$ cat src/hw/pss_params.svh
// Register offsets, bit positions and reset values of the status summary block
`ifndef PSS_PARAMS_SVH
`define PSS_PARAMS_SVH

// ---------------------------------------------------------------------------
// Register indices (byte address is four times the index)
// ---------------------------------------------------------------------------
`define PSS_IDX_BASIC_STAT  6'h01
`define PSS_IDX_AN_EXPAND   6'h06
`define PSS_IDX_SUMMARY     6'h10
`define PSS_IDX_ISER        6'h12
`define PSS_IDX_FCCR        6'h14
`define PSS_IDX_RXERR_CNT   6'h15
`define PSS_IDX_TENMEG      6'h1A
`define PSS_IDX_IRQ_STATUS  6'h20
`define PSS_IDX_IRQ_MASK    6'h21
`define PSS_IDX_XOVER_CTRL  6'h22

// ---------------------------------------------------------------------------
// Summary word bit positions
// ---------------------------------------------------------------------------
`define PSS_BIT_RSVD        15
`define PSS_BIT_XOVER       14
`define PSS_BIT_RXERR       13
`define PSS_BIT_POL         12
`define PSS_BIT_FCAR        11
`define PSS_BIT_SIGDET      10
`define PSS_BIT_LOCK        9
`define PSS_BIT_PAGE        8
`define PSS_BIT_IRQ         7
`define PSS_BIT_RFAULT      6

// Crossover control bits
`define PSS_XC_ENABLE       0
`define PSS_XC_FORCE        1

// Interrupt status bit positions
`define PSS_EV_RXERR        0
`define PSS_EV_FCAR         1
`define PSS_EV_RFAULT       2

// ---------------------------------------------------------------------------
// Reset values
// ---------------------------------------------------------------------------
`define PSS_RST_WORD        32'h0000_0000
`define PSS_RST_EV          3'h0
`define PSS_RST_XC          2'h1
`define PSS_EV_W            3
`define PSS_XC_W            2

`endif

$ cat src/hw/pss_pkg.sv
// Types shared by the status summary block
package pss_pkg;

  typedef struct packed {
    logic        psel;
    logic        penable;
    logic        pwrite;
    logic [11:0] paddr;
    logic [31:0] pwdata;
  } pss_apb_req_type;

  typedef struct packed {
    logic        auto_swapped;
    logic        rx_error;
    logic        polarity_inverted;
    logic        false_carrier;
    logic        signal_detect;
    logic        descrambler_lock;
    logic        page_received;
    logic        irq_pending;
    logic        partner_remote_fault;
  } pss_phy_in_type;

  typedef enum logic [1:0] {
    PSS_IDLE,
    PSS_ACCESS
  } pss_bus_state_type;

endpackage : pss_pkg

$ cat src/hw/pss_status_summary.sv
// Summary status register with its source-register read side effects
//
// Overview of operation
// - Top bit always reads zero; writes to it are discarded.
// - Crossover bit reads 1 when pairs are swapped, 0 when normal.
// - Crossover bit follows enable/force; tracks auto swap when enabled, unforced.
// - Receive-error latch sets on any receive error, holds until counter read.
// - Reading receive error counter clears latch; summary read does not.
// - Polarity bit mirrors inverted polarity flag of ten-meg register.
// - Polarity bit clears on ten-meg register read, not on summary read.
// - False-carrier latch sets on event, cleared by false carrier counter read.
// - Signal detect bit latches low once the signal drops.
// - Descrambler lock bit latches low once lock is lost.
// - Page-received bit copies expansion flag, cleared only by that read.
// - Interrupt-pending bit shows pending interrupt; event register read clears.
// - Remote-fault bit sets on fault, cleared by basic status read or reset.
// - Remote fault detected only from partner notification in negotiation.
//
// The APB slave port is this design's own decision.
`timescale 1ns/1ps
`default_nettype none
`include "pss_params.svh"

module pss_status_summary
  import pss_pkg::*;
(
  // Clock and reset
  input  wire logic           clk,
  input  wire logic           reset_n,
  // APB slave
  input  wire logic           psel,
  input  wire logic           penable,
  input  wire logic           pwrite,
  input  wire logic [11:0]    paddr,
  input  wire logic [31:0]    pwdata,
  output logic      [31:0]    prdata,
  output logic                pready,
  output logic                pslverr,
  // Status sources from the transceiver core (asynchronous)
  input  wire pss_phy_in_type phy_in,
  // Interrupt
  output logic                irq
);

  // -------------------------------------------------------------------------
  // Input synchronisers
  // -------------------------------------------------------------------------
  pss_phy_in_type sync_a;
  pss_phy_in_type sync_b;

  always_ff @(posedge clk or negedge reset_n) begin
    if (!reset_n) begin
      sync_a <= '0;
      sync_b <= '0;
    end else begin
      sync_a <= phy_in;
      sync_b <= sync_a;
    end
  end

  // -------------------------------------------------------------------------
  // APB decode
  // -------------------------------------------------------------------------
  pss_bus_state_type state;
  wire               setup     = psel && !penable;
  wire               access_ok = (state == PSS_ACCESS) && psel && penable;
  wire [5:0]         idx       = paddr[7:2];
  wire               in_range  = (paddr[11:8] == 4'h0) && (paddr[1:0] == 2'h0);
  wire               rd        = setup && !pwrite && in_range;
  // Writes land at the access edge, where the master sees pready
  wire               wr        = access_ok && pwrite && in_range;

  wire rd_basic  = rd && (idx == `PSS_IDX_BASIC_STAT);
  wire rd_expand = rd && (idx == `PSS_IDX_AN_EXPAND);
  wire rd_iser   = rd && (idx == `PSS_IDX_ISER);
  wire rd_fccr   = rd && (idx == `PSS_IDX_FCCR);
  wire rd_rxcnt  = rd && (idx == `PSS_IDX_RXERR_CNT);
  wire rd_tenmeg = rd && (idx == `PSS_IDX_TENMEG);
  wire wr_istat  = wr && (idx == `PSS_IDX_IRQ_STATUS);
  wire wr_imask  = wr && (idx == `PSS_IDX_IRQ_MASK);
  wire wr_xc     = wr && (idx == `PSS_IDX_XOVER_CTRL);

  wire mapped = (idx == `PSS_IDX_BASIC_STAT) || (idx == `PSS_IDX_AN_EXPAND)
             || (idx == `PSS_IDX_SUMMARY) || (idx == `PSS_IDX_ISER)
             || (idx == `PSS_IDX_FCCR) || (idx == `PSS_IDX_RXERR_CNT)
             || (idx == `PSS_IDX_TENMEG) || (idx == `PSS_IDX_IRQ_STATUS)
             || (idx == `PSS_IDX_IRQ_MASK) || (idx == `PSS_IDX_XOVER_CTRL);
  wire bad   = setup && !(in_range && mapped);

  // -------------------------------------------------------------------------
  // Status latches
  // -------------------------------------------------------------------------
  logic [`PSS_XC_W-1:0] xover_ctrl;
  logic                 rxerr_latch;
  logic                 fcar_latch;
  logic                 pol_flag;
  logic                 page_flag;
  logic                 irq_flag;
  logic                 rfault_flag;
  logic                 sigdet_ll;
  logic                 lock_ll;

  // Crossover: forced swap wins, else auto when enabled, else normal
  wire xover_now = xover_ctrl[`PSS_XC_FORCE] ? 1'b1
                 : (xover_ctrl[`PSS_XC_ENABLE] ? sync_b.auto_swapped
                 : 1'b0);

  // Set wins over clear in every latch
  wire next_rxerr  = sync_b.rx_error || (rxerr_latch && !rd_rxcnt);
  wire next_fcar   = sync_b.false_carrier
                   || (fcar_latch && !rd_fccr);
  wire next_pol    = sync_b.polarity_inverted
                   || (pol_flag && !rd_tenmeg);
  wire next_page   = sync_b.page_received
                   || (page_flag && !rd_expand);
  wire next_irq    = sync_b.irq_pending || (irq_flag && !rd_iser);
  wire next_rfault = sync_b.partner_remote_fault
                   || (rfault_flag && !rd_basic);
  // Latch low: a drop holds 0 until a summary read re-samples the live level
  wire rd_summary  = rd && (idx == `PSS_IDX_SUMMARY);
  wire next_sigdet = rd_summary ? sync_b.signal_detect
                   : (sigdet_ll && sync_b.signal_detect);
  wire next_lock   = rd_summary ? sync_b.descrambler_lock
                   : (lock_ll && sync_b.descrambler_lock);

  always_ff @(posedge clk or negedge reset_n) begin
    if (!reset_n) begin
      rxerr_latch <= 1'b0;
      fcar_latch  <= 1'b0;
      pol_flag    <= 1'b0;
      page_flag   <= 1'b0;
      irq_flag    <= 1'b0;
      rfault_flag <= 1'b0;
      sigdet_ll   <= 1'b0;
      lock_ll     <= 1'b0;
    end else begin
      rxerr_latch <= next_rxerr;
      fcar_latch  <= next_fcar;
      pol_flag    <= next_pol;
      page_flag   <= next_page;
      irq_flag    <= next_irq;
      rfault_flag <= next_rfault;
      sigdet_ll   <= next_sigdet;
      lock_ll     <= next_lock;
    end
  end

  // Summary word; bits 5..0 live elsewhere and read as zero here
  logic [15:0] summary;
  always_comb begin
    summary                = 16'h0000;
    summary[`PSS_BIT_RSVD]   = 1'b0;
    summary[`PSS_BIT_XOVER]  = xover_now;
    summary[`PSS_BIT_RXERR]  = rxerr_latch;
    summary[`PSS_BIT_POL]    = pol_flag;
    summary[`PSS_BIT_FCAR]   = fcar_latch;
    summary[`PSS_BIT_SIGDET] = sigdet_ll;
    summary[`PSS_BIT_LOCK]   = lock_ll;
    summary[`PSS_BIT_PAGE]   = page_flag;
    summary[`PSS_BIT_IRQ]    = irq_flag;
    summary[`PSS_BIT_RFAULT] = rfault_flag;
  end

  // -------------------------------------------------------------------------
  // Interrupt status and mask
  // -------------------------------------------------------------------------
  logic [`PSS_EV_W-1:0] irq_status;
  logic [`PSS_EV_W-1:0] irq_mask;
  logic [`PSS_EV_W-1:0] events;
  always_comb begin
    events                = `PSS_RST_EV;
    events[`PSS_EV_RXERR]  = sync_b.rx_error;
    events[`PSS_EV_FCAR]   = sync_b.false_carrier;
    events[`PSS_EV_RFAULT] = sync_b.partner_remote_fault;
  end
  wire [`PSS_EV_W-1:0] w1c = wr_istat ? pwdata[`PSS_EV_W-1:0] : `PSS_RST_EV;
  wire [`PSS_EV_W-1:0] next_istat = events | (irq_status & ~w1c);
  // Use the mask as it is being written, so irq never lags a mask update
  wire [`PSS_EV_W-1:0] next_mask = wr_imask ? pwdata[`PSS_EV_W-1:0] : irq_mask;
  wire                 next_irq_out = |(next_istat & next_mask);

  always_ff @(posedge clk or negedge reset_n) begin
    if (!reset_n) begin
      irq_status <= `PSS_RST_EV;
      irq_mask   <= `PSS_RST_EV;
      xover_ctrl <= `PSS_RST_XC;
      irq        <= 1'b0;
    end else begin
      irq_status <= next_istat;
      irq        <= next_irq_out;
      irq_mask   <= next_mask;
      if (wr_xc)
        xover_ctrl <= pwdata[`PSS_XC_W-1:0];
    end
  end

  // -------------------------------------------------------------------------
  // Read mux and bus response (no wait states: answer at first access edge)
  // -------------------------------------------------------------------------
  logic [31:0] rd_word;
  always_comb begin
    rd_word = `PSS_RST_WORD;
    if (idx == `PSS_IDX_SUMMARY)
      rd_word[15:0] = summary;
    else if (idx == `PSS_IDX_IRQ_STATUS)
      rd_word[`PSS_EV_W-1:0] = irq_status;
    else if (idx == `PSS_IDX_IRQ_MASK)
      rd_word[`PSS_EV_W-1:0] = irq_mask;
    else if (idx == `PSS_IDX_XOVER_CTRL)
      rd_word[`PSS_XC_W-1:0] = xover_ctrl;
  end

  always_ff @(posedge clk or negedge reset_n) begin
    if (!reset_n) begin
      state   <= PSS_IDLE;
      prdata  <= `PSS_RST_WORD;
      pready  <= 1'b0;
      pslverr <= 1'b0;
    end else begin
      case (state)
        PSS_IDLE: begin
          pready  <= 1'b0;
          pslverr <= 1'b0;
          if (setup) begin
            state   <= PSS_ACCESS;
            pready  <= 1'b1;
            pslverr <= bad;
            prdata  <= (pwrite || bad) ? `PSS_RST_WORD : rd_word;
          end
        end
        PSS_ACCESS: begin
          state   <= PSS_IDLE;
          pready  <= 1'b0;
          pslverr <= 1'b0;
        end
        default: state <= PSS_IDLE;
      endcase
    end
  end

  // -------------------------------------------------------------------------
  // Checks
  // -------------------------------------------------------------------------
  property p_top_zero;
    @(posedge clk) disable iff (!reset_n)
      (pready && !pwrite && (idx == `PSS_IDX_SUMMARY)) |-> !prdata[15];
  endproperty
  a_top_zero: assert property (p_top_zero)
    else $error("summary top bit read as one");

  property p_force_swap;
    @(posedge clk) disable iff (!reset_n)
      xover_ctrl[`PSS_XC_FORCE] |-> summary[`PSS_BIT_XOVER];
  endproperty
  a_force_swap: assert property (p_force_swap)
    else $error("forced crossover not shown");

  property p_rxerr_set;
    @(posedge clk) disable iff (!reset_n)
      sync_b.rx_error |=> rxerr_latch;
  endproperty
  a_rxerr_set: assert property (p_rxerr_set)
    else $error("receive error latch not set");

  property p_rxerr_hold;
    @(posedge clk) disable iff (!reset_n)
      (rxerr_latch && !rd_rxcnt) |=> rxerr_latch;
  endproperty
  a_rxerr_hold: assert property (p_rxerr_hold)
    else $error("receive error latch lost without counter read");

  property p_rxerr_clear;
    @(posedge clk) disable iff (!reset_n)
      (rd_rxcnt && !sync_b.rx_error) |=> !rxerr_latch;
  endproperty
  a_rxerr_clear: assert property (p_rxerr_clear)
    else $error("receive error latch not cleared by counter read");

  property p_pol_keep;
    @(posedge clk) disable iff (!reset_n)
      (pol_flag && !rd_tenmeg) |=> pol_flag;
  endproperty
  a_pol_keep: assert property (p_pol_keep)
    else $error("polarity flag lost without ten-meg read");

  property p_fcar_clear;
    @(posedge clk) disable iff (!reset_n)
      (rd_fccr && !sync_b.false_carrier) |=> !fcar_latch;
  endproperty
  a_fcar_clear: assert property (p_fcar_clear)
    else $error("false carrier latch not cleared");

  property p_sig_low;
    @(posedge clk) disable iff (!reset_n)
      (!sync_b.signal_detect && !rd_summary) |=> !sigdet_ll;
  endproperty
  a_sig_low: assert property (p_sig_low)
    else $error("signal detect did not latch low");

  property p_lock_low;
    @(posedge clk) disable iff (!reset_n)
      (!lock_ll && !rd_summary) |=> !lock_ll;
  endproperty
  a_lock_low: assert property (p_lock_low)
    else $error("descrambler lock low not held");

  property p_rf_set_wins;
    @(posedge clk) disable iff (!reset_n)
      (rd_basic && sync_b.partner_remote_fault) |=> rfault_flag;
  endproperty
  a_rf_set_wins: assert property (p_rf_set_wins)
    else $error("remote fault lost in clearing cycle");

  property p_rf_clear;
    @(posedge clk) disable iff (!reset_n)
      (rd_basic && !sync_b.partner_remote_fault) |=> !rfault_flag;
  endproperty
  a_rf_clear: assert property (p_rf_clear)
    else $error("remote fault not cleared by basic status read");

  property p_xover_normal;
    @(posedge clk) disable iff (!reset_n)
      (!xover_ctrl[`PSS_XC_FORCE] && !xover_ctrl[`PSS_XC_ENABLE])
        |-> !summary[`PSS_BIT_XOVER];
  endproperty
  a_xover_normal: assert property (p_xover_normal)
    else $error("crossover shown while disabled");

  property p_pol_set;
    @(posedge clk) disable iff (!reset_n)
      sync_b.polarity_inverted |=> pol_flag;
  endproperty
  a_pol_set: assert property (p_pol_set)
    else $error("polarity flag not set");

  property p_page_keep;
    @(posedge clk) disable iff (!reset_n)
      (page_flag && !rd_expand) |=> page_flag;
  endproperty
  a_page_keep: assert property (p_page_keep)
    else $error("page flag lost without expansion read");

  property p_irq_out;
    @(posedge clk) disable iff (!reset_n)
      |(irq_status & irq_mask) |-> irq;
  endproperty
  a_irq_out: assert property (p_irq_out)
    else $error("interrupt output low with unmasked status");

endmodule : pss_status_summary
`default_nettype wire

$ cat config.mk
export PLATFORM = sky130hd
export DESIGN_NAME = pss_status_summary
export DESIGN_NICKNAME = d
export VERILOG_FILES = /design/src/hw/pss_pkg.sv /design/src/hw/pss_status_summary.sv
export VERILOG_INCLUDE_DIRS = /design/src /design/src/hw
export SDC_FILE = /design/constraint.sdc
export NUM_CORES = 1
export LEC_CHECK = 0
export ABC_CLOCK_PERIOD_IN_PS = 1500
export BUFFER_PORTS_ARGS = -buffer_cell sky130_fd_sc_hd__buf_2
export CAP_MARGIN = 20
export CELL_PAD_IN_SITES_DETAIL_PLACEMENT = 1
export CELL_PAD_IN_SITES_GLOBAL_PLACEMENT = 1
export CORE_ASPECT_RATIO = 0.8
export CORE_MARGIN = 8
export CORE_UTILIZATION = 30
export DETAILED_ROUTE_END_ITERATION = 10
export PLACE_DENSITY = 0.72
export REMOVE_ABC_BUFFERS = 1
export SLEW_MARGIN = 15
export SYNTH_ARGS = -nofsm -noshare
export SYNTH_HDL_FRONTEND = slang
export SYNTH_SLANG_ARGS = --single-unit
$ cat constraint.sdc
create_clock -name clk -period 1.5 [get_ports clk]
set_input_delay 0 -clock clk [delete_from_list [all_inputs] [get_ports clk]]
set_output_delay 0 -clock clk [all_outputs]
set_load 0.02 [all_outputs]
==> results of run 1 <==
## power breakdown
group / total [mW] / switching, mW / internal [mW]
clock network: 0.921 / 0.430 / 0.491
logic: 0.257 / 0.154 / 0.103
registers: 1.39 / 0.0110 / 1.38
total: 2.56 / 0.595 / 1.97
## cell type report
type                       count  share of cell area, %
clock inverter                 3                  1.462
tap                           87                  3.974
sequential                    50                  45.73
inverter                       2                 0.2741
multi-input combinational    109                  27.68
timing repair buffer          72                  18.36
clock buffer                   5                  2.513
## cells by family (layout without fill, tap and decap cells)
| logic type | Yosys count | after routing |
|---|---|---|
| flops | 50 | 50 |
| other cells | 1 | 20 |
| mux | 8 | 8 |
| simple gates | 46 | 46 |
| compound gates | 35 | 35 |
| buf+inv | 27 | 82 |
## Yosys cell counts, drive strengths merged
cell type   n
a211oi      1
a21boi      3
a21o        5
a21oi       4
a22o       12
and2        1
and2b       2
and4        2
buf        21
clkbuf      4
conb        1
dfrtp      49
dfstp       1
inv         2
mux2        5
mux2i       3
nand2       5
nand2b      5
nand3       3
nand3b      3
nand4       2
nor2        8
nor2b       2
nor3        1
nor3b       2
nor4        2
nor4b       4
o21a        2
o21ai       6
o31ai       1
o32ai       1
or2         3
or3b        1
## repair_timing
item | in CTS | in global routing
pin swaps | 1 | 2
gates resized for setup | 0 | 5
endpoints found under the setup margin | 1 | 5
endpoints found under the hold margin | 37 | 0
hold buffers | 13 | 0
## sequential cells by signal, indices dropped and copies added (netlist names), 2 cells and up
signal and flops:
prdata 12, sync_a 9, sync_b 6, events 3, irq_mask 3, irq_status 3, xover_ctrl 2
## worst max-delay path by stage
stage | from | to | slack (ps) | depth (start not counted)
2_1_floorplan | state[0] | prdata[0] | 90 | 3
3_3_place_gp | paddr[9] | prdata[6] | 20 | 7
3_5_place_dp | paddr[6] | irq | -20 | 6
4_1_cts | state[0] | irq | 4 | 5
5_1_grt | state[0] | irq | -20 | 5
6_report | state[0] | irq | 50 | 5
## per-layer routing
metal / vias to the layer above / share of wire (%) / GRT usage [%] / routed length [µm]
met5: - / 0 / 0 / 0
met3: 5 / 6.2 / 3.249 / 308
met1: 702 / 43 / 13.21 / 2171
li1: 694 / - / - / -
met2: 40 / 49 / 17.40 / 2462
met4: 0 / 1.0 / 3.367 / 52
## metrics by stage
step | setup TNS [ps] | cells | power [mW] | instance area [µm²]
after floorplan | 0 | 161 | 1.501 | 2003
after global placement | 0 | 307 | 1.637 | 2485
after detailed placement | -23.27 | 307 | 1.645 | 2485
after CTS | 0 | 328 | 2.612 | 2724
after global routing | -16.34 | 328 | 2.706 | 2739
final | 0 | 328 | 2.564 | 2739
## worst max-delay path: stages (launching register included)
cell and delay [ps]:
sky130_fd_sc_hd__dfrtp_1 370, sky130_fd_sc_hd__and4_4 230, sky130_fd_sc_hd__nand4_1 210, sky130_fd_sc_hd__mux2_2 360, sky130_fd_sc_hd__o21ai_0 80, sky130_fd_sc_hd__nand3_1 90
==> flow_metrics.py, run 1 <==
metrics = {
    "clock_network": {
        "clock_slew_at_the_register_clock_pins_of_the_worst_setup_and_hold_paths_ps": 90,
        "clk_path_buf_depth": 2,
        "post-cts-setup-buffers": 0,
        "cts_htree_levels": 2,
        "tritoncts": "built",
        "clock_tree.root_cell": "sky130_fd_sc_hd__clkbuf_8",
        "number_of_buffers_inserted_during_clock_tree_synthesis": 5,
        "clk-insertion-delay-late_ps": 300,
        "cts_sinks": 50,
    },
    "sta": {
        "worst_pin_slew_ps": 597.2,
        "period_share_pct": 96.79,
        "setup-violations-final": 0,
        "max_slew_margin_pct": 60.19,
        "top_achievable_clock_speed_mhz": 688.8,
        "setup_repair_after_global_routing_missed_its_margin": "true",
        "slew_viol_final": 0,
        "final_hold_viol_count": 0,
        "holdWs_ps": 139.9,
        "timing.clock.skew_ps": 4.232,
        "timing.final.crit_period_ps": 1452,
        "final_critical_path_setup_slack_ps": 48.21,
    },
    "outcome": {
        "outcome": "complete, no violations",
    },
    "place": {
        "finalWeightedCongestion": 0.7817,
        "place.port_buffers": 43,
        "dp_hpwl_um": 3969,
        "pre_cts_slack_ps": -23.27,
    },
    "worst_setup_path": {
        "crit_arrival_ps": 1640,
        "worstSetupPathType": "register to register",
        "timing.critical_path.fanout_max": 3,
        "end_kind": "register",
        "worst_ep_required_time_ps": 1680,
        "setup.worst_path.start_class": "register",
        "worst_r2r_startpoint": "state[0]",
        "reg2reg_depth": 5,
        "timing.rr.end": "irq",
        "regToRegSetupSlack_ps": 50,
    },
    "route": {
        "drc": 0,
        "viasPerCell": 4.393,
        "drt-wirelength-per-cell_um": 15.23,
        "ant_nets": 0,
        "via_count": 1441,
        "first_iter_violations": 38,
        "drt-total-wl_um": 4994,
        "drtPass1Iterations": 4,
    },
    "layout": {
        "antenna_cells": 0,
        "sequential_cell_area_um2": 1252,
        "nFillCells": 756,
        "design.final.nets": 298,
        "multiInputGateArea_um2": 758.2,
        "final_cell_mix": "sky130_fd_sc_hd__dfrtp_1, sky130_fd_sc_hd__buf_2, sky130_fd_sc_hd__conb_1",
        "drive_above_1_share_pct": 34.85,
        "synthesis_to_finish_area_growth_pct": 29.91,
        "final_core_utilization_pct": 39.94,
        "final_common_cell": "sky130_fd_sc_hd__dfrtp_1",
    },
    "global_route": {
        "via_count_of_the_first_global_routing_pass": 1657,
        "grt_overflow": 0,
        "wire_length_of_the_first_global_routing_pass_um": 8280,
        "grt_antenna_before_repair": 0,
        "grt.total_usage_pct": 10.70,
        "grt_start_max_net_pins": 27,
    },
    "synth": {
        "yosysTopAreaCellShare_pct": 58.16,
        "synth-adder-area-share_pct": 0,
        "syn-mean-instance-area_um2": 12.62,
        "synth-seq-area-share_pct": 59.41,
        "post_synth_inst_count": 167,
        "post_synth_mux_area_share_pct": 4.095,
        "post_synth_xor_area_fraction_pct": 0,
        "main_area_contributors_after_synthesis": "sky130_fd_sc_hd__dfrtp_1, sky130_fd_sc_hd__buf_4, sky130_fd_sc_hd__a22o_1",
        "ys_seq_elements": 50,
        "synth.lib_cells_used.distinct": 37,
        "synth_area_um2": 2108,
        "synth_simple_gate_area_share_pct": 15.55,
        "yosys_warnings": 0,
        "synth.largest_area_cell": "sky130_fd_sc_hd__dfrtp_1",
        "synth_compound_gate_area_share_pct": 12.05,
        "synth_top_family_by_area": "simple AND/OR/NAND/NOR gates",
    },
    "die": {
        "effective_utilization_at_floorplan_pct": 30.74,
        "num_rows": 27,
        "chipWidth_um": 109.7,
        "die_y_um": 90.98,
        "floorplan.io_pins": 93,
        "placeableCoreArea_um2": 6858,
        "die_area_um2": 9983,
    },
    "worst_hold_path": {
        "timing.hold.worst_endpoint": "pol_flag",
        "worstHoldPathType": "input pin to register",
        "hold_start": "paddr[4]",
        "hold_path_depth": 3,
    },
    "flow_run": {
        "cap_viol_max_count": 0,
    },
    "power": {
        "peakVddDrop_v": 0.0003845,
        "static-leakage-power_nw": 1.318,
        "power_density_nw_per_um2": 936.2,
    },
}
Note: power is estimated with default switching activity, not from simulation.
==> run 2, diff against run 1 <==
- MAX_ROUTING_LAYER: not set -> met4
==> flow_metrics.py, run 2 (synthesized netlist as in run 1, its figures left out) <==
metrics = {
    "worst_setup_path": {
        "worstSetupPathType": "register to register",
        "setup.worst_path.start_class": "register",
        "crit_family": "simple AND/OR/NAND/NOR gates",
        "reg2reg_depth": 5,
        "worst_ep_required_time_ps": 1680,
        "cp_num_buf_inv": 0,
        "end_kind": "register",
        "crit_arrival_ps": 1630,
        "critical_path.cell_chain": "and4_4, nand4_1, mux2_2, o21ai_0, nand3_1",
        "timing.critical_path.fanout_max": 3,
        "cpPeakStageDelay_ps": 370,
        "cp_num_cells": 5,
        "crit_slowest_cell": "sky130_fd_sc_hd__dfrtp_1",
    },
    "layout": {
        "largest_reg_flops": 12,
        "nFillCells": 756,
        "antenna_cells": 0,
        "largest-register": "prdata",
        "drive_above_1_share_pct": 34.85,
        "stdcell_count": 328,
        "layout_top_registers": "prdata x12, sync_a x9, sync_b x6",
        "design.final.nets": 298,
        "final_common_cell": "sky130_fd_sc_hd__dfrtp_1",
        "synthesis_to_finish_area_growth_pct": 29.91,
        "final_cell_mix": "sky130_fd_sc_hd__dfrtp_1, sky130_fd_sc_hd__buf_2, sky130_fd_sc_hd__conb_1",
    },
    "route": {
        "drt-wirelength-per-cell_um": 15.25,
        "ant_nets": 0,
        "via_count": 1446,
        "metal1_wirelength_um": 2259,
        "drtPass1Iterations": 4,
        "viasPerCell": 4.409,
        "routed.top_layer": "met4",
        "drc": 0,
        "first_iter_violations": 37,
        "met3WireLength_um": 221,
        "drt-total-wl_um": 5002,
        "routed-wl-met2_um": 2469,
    },
    "die": {
        "chipWidth_um": 109.7,
        "placeableCoreArea_um2": 6858,
        "num_rows": 27,
        "die_area_um2": 9983,
        "die_y_um": 90.98,
        "effective_utilization_at_floorplan_pct": 30.74,
        "floorplan.io_pins": 93,
    },
    "global_route": {
        "via_count_of_the_first_global_routing_pass": 1669,
        "grt_start_max_net_pins": 27,
        "grt.total_usage_pct": 11.02,
        "grt_overflow": 0,
        "wire_length_of_the_first_global_routing_pass_um": 8266,
        "grt_antenna_before_repair": 0,
    },
    "clock_network": {
        "number_of_buffers_inserted_during_clock_tree_synthesis": 5,
        "post-cts-setup-buffers": 0,
        "clock_tree.root_cell": "sky130_fd_sc_hd__clkbuf_8",
        "cts_htree_levels": 2,
        "cts_sinks": 50,
        "clock_slew_at_the_register_clock_pins_of_the_worst_setup_and_hold_paths_ps": 90,
        "tritoncts": "built",
        "clk_path_buf_depth": 2,
        "clk-insertion-delay-late_ps": 300,
    },
    "sta": {
        "setup-violations-final": 0,
        "period_share_pct": 96.70,
        "final_hold_viol_count": 0,
        "top_achievable_clock_speed_mhz": 689.4,
        "slew_viol_final": 0,
        "setup_repair_after_global_routing_missed_its_margin": "true",
        "timing.clock.skew_ps": 4.593,
        "timing.final.crit_period_ps": 1451,
        "max_slew_margin_pct": 60.20,
        "worst_pin_slew_ps": 597.0,
    },
    "power": {
        "switching_share_pct": 23.19,
        "share_seq_of_total_power_pct": 54.1,
        "peakVddDrop_v": 0.0003845,
        "total_power_mw": 2.564,
        "static-leakage-power_nw": 1.318,
        "power_density_nw_per_um2": 936.0,
        "total_switching_power_mw": 0.5945,
        "clk_network_pwr_share_pct": 35.9,
        "cellInternalPower_mw": 1.969,
        "power_frac_comb_pct": 10.0,
    },
    "outcome": {
        "outcome": "complete, no violations",
    },
    "worst_hold_path": {
        "worstHoldPathType": "input pin to register",
        "hold_path_depth": 3,
    },
    "flow_run": {
        "cap_viol_max_count": 0,
    },
    "place": {
        "dp_cells": 307,
        "finalWeightedCongestion": 0.7925,
        "place.port_buffers": 43,
        "dp_hpwl_um": 3969,
    },
}
==> run 2: cell counts in the layout (fill, tap and decap cells not counted) <==
Identical to the previous run, type by type.
==> run 2: area by class of cell <==
type	instances	area, µm²	share of cell area (%)
clock buffers	5	68.82	2.513
flip-flops and latches	50	1252	45.73
multi-input cells	109	758.2	27.68
well taps	87	108.9	3.974
repair buffers	72	503.0	18.36
clock inverters	3	40.04	1.462
inverters	2	7.507	0.2741
==> run 2: repair_timing <==
action                                  in CTS  in global routing
pin swaps                                    1                  2
hold buffers                                13                  0
endpoints found under the setup margin       1                  5
cloned                                       0                  0
endpoints found under the hold margin       37                  0
gates resized for setup                      0                  5
==> run 2: stage by stage <==
step | util [%] | TNS (ps) | setup slack, ps | cell area (µm²) | hold slack, ps
after CTS | 39.72 | 0 | 4.159 | 2724 | 126.0
after floorplan | - | 0 | 85.31 | 2003 | -295.6
after detailed placement | 36.23 | -23.27 | -23.27 | 2485 | 52.21
final | 39.94 | 0 | 49.43 | 2739 | 141.0
after global placement | 36.23 | 0 | 19.64 | 2485 | 37.93
after global routing | 39.94 | -16.34 | -16.34 | 2739 | 156.7
==> run 2: worst paths after layout <==
kind | start | endpoint | slack (ps)
setup / recovery | state[0] | irq | 50
hold / removal | paddr[4] | pol_flag | 140
setup reg to reg | state[0] | irq | 50
hold reg to reg | sync_a[8] | sync_b[8] | 350
max in group asynchronous | reset_n | sigdet_ll | 730
min in group asynchronous | reset_n | prdata[11] | 230
==> run 2: worst register-to-register path, stage by stage, from the launching register on <==
cell and delay [ps]:
sky130_fd_sc_hd__dfrtp_1 370, sky130_fd_sc_hd__and4_4 230, sky130_fd_sc_hd__nand4_1 210, sky130_fd_sc_hd__mux2_2 360
sky130_fd_sc_hd__o21ai_0 80, sky130_fd_sc_hd__nand3_1 90
==> run 2: metal layers <==
layer	GRT usage, %	vias to the layer above
met1	13.60	711
met3	2.613	5
met5	-	-
met4	3.367	0
met2	17.40	36
li1	-	694
==> run 2: power groups by stage <==
stage | sequential, mW | combinational (mW) | clock (mW)
after floorplan | 1.41 | 0.0879 | 0
after global placement | 1.41 | 0.226 | 0
after detailed placement | 1.41 | 0.231 | 0
after CTS | 1.39 | 0.258 | 0.966
after global routing | 1.39 | 0.283 | 1.03
final | 1.39 | 0.257 | 0.920
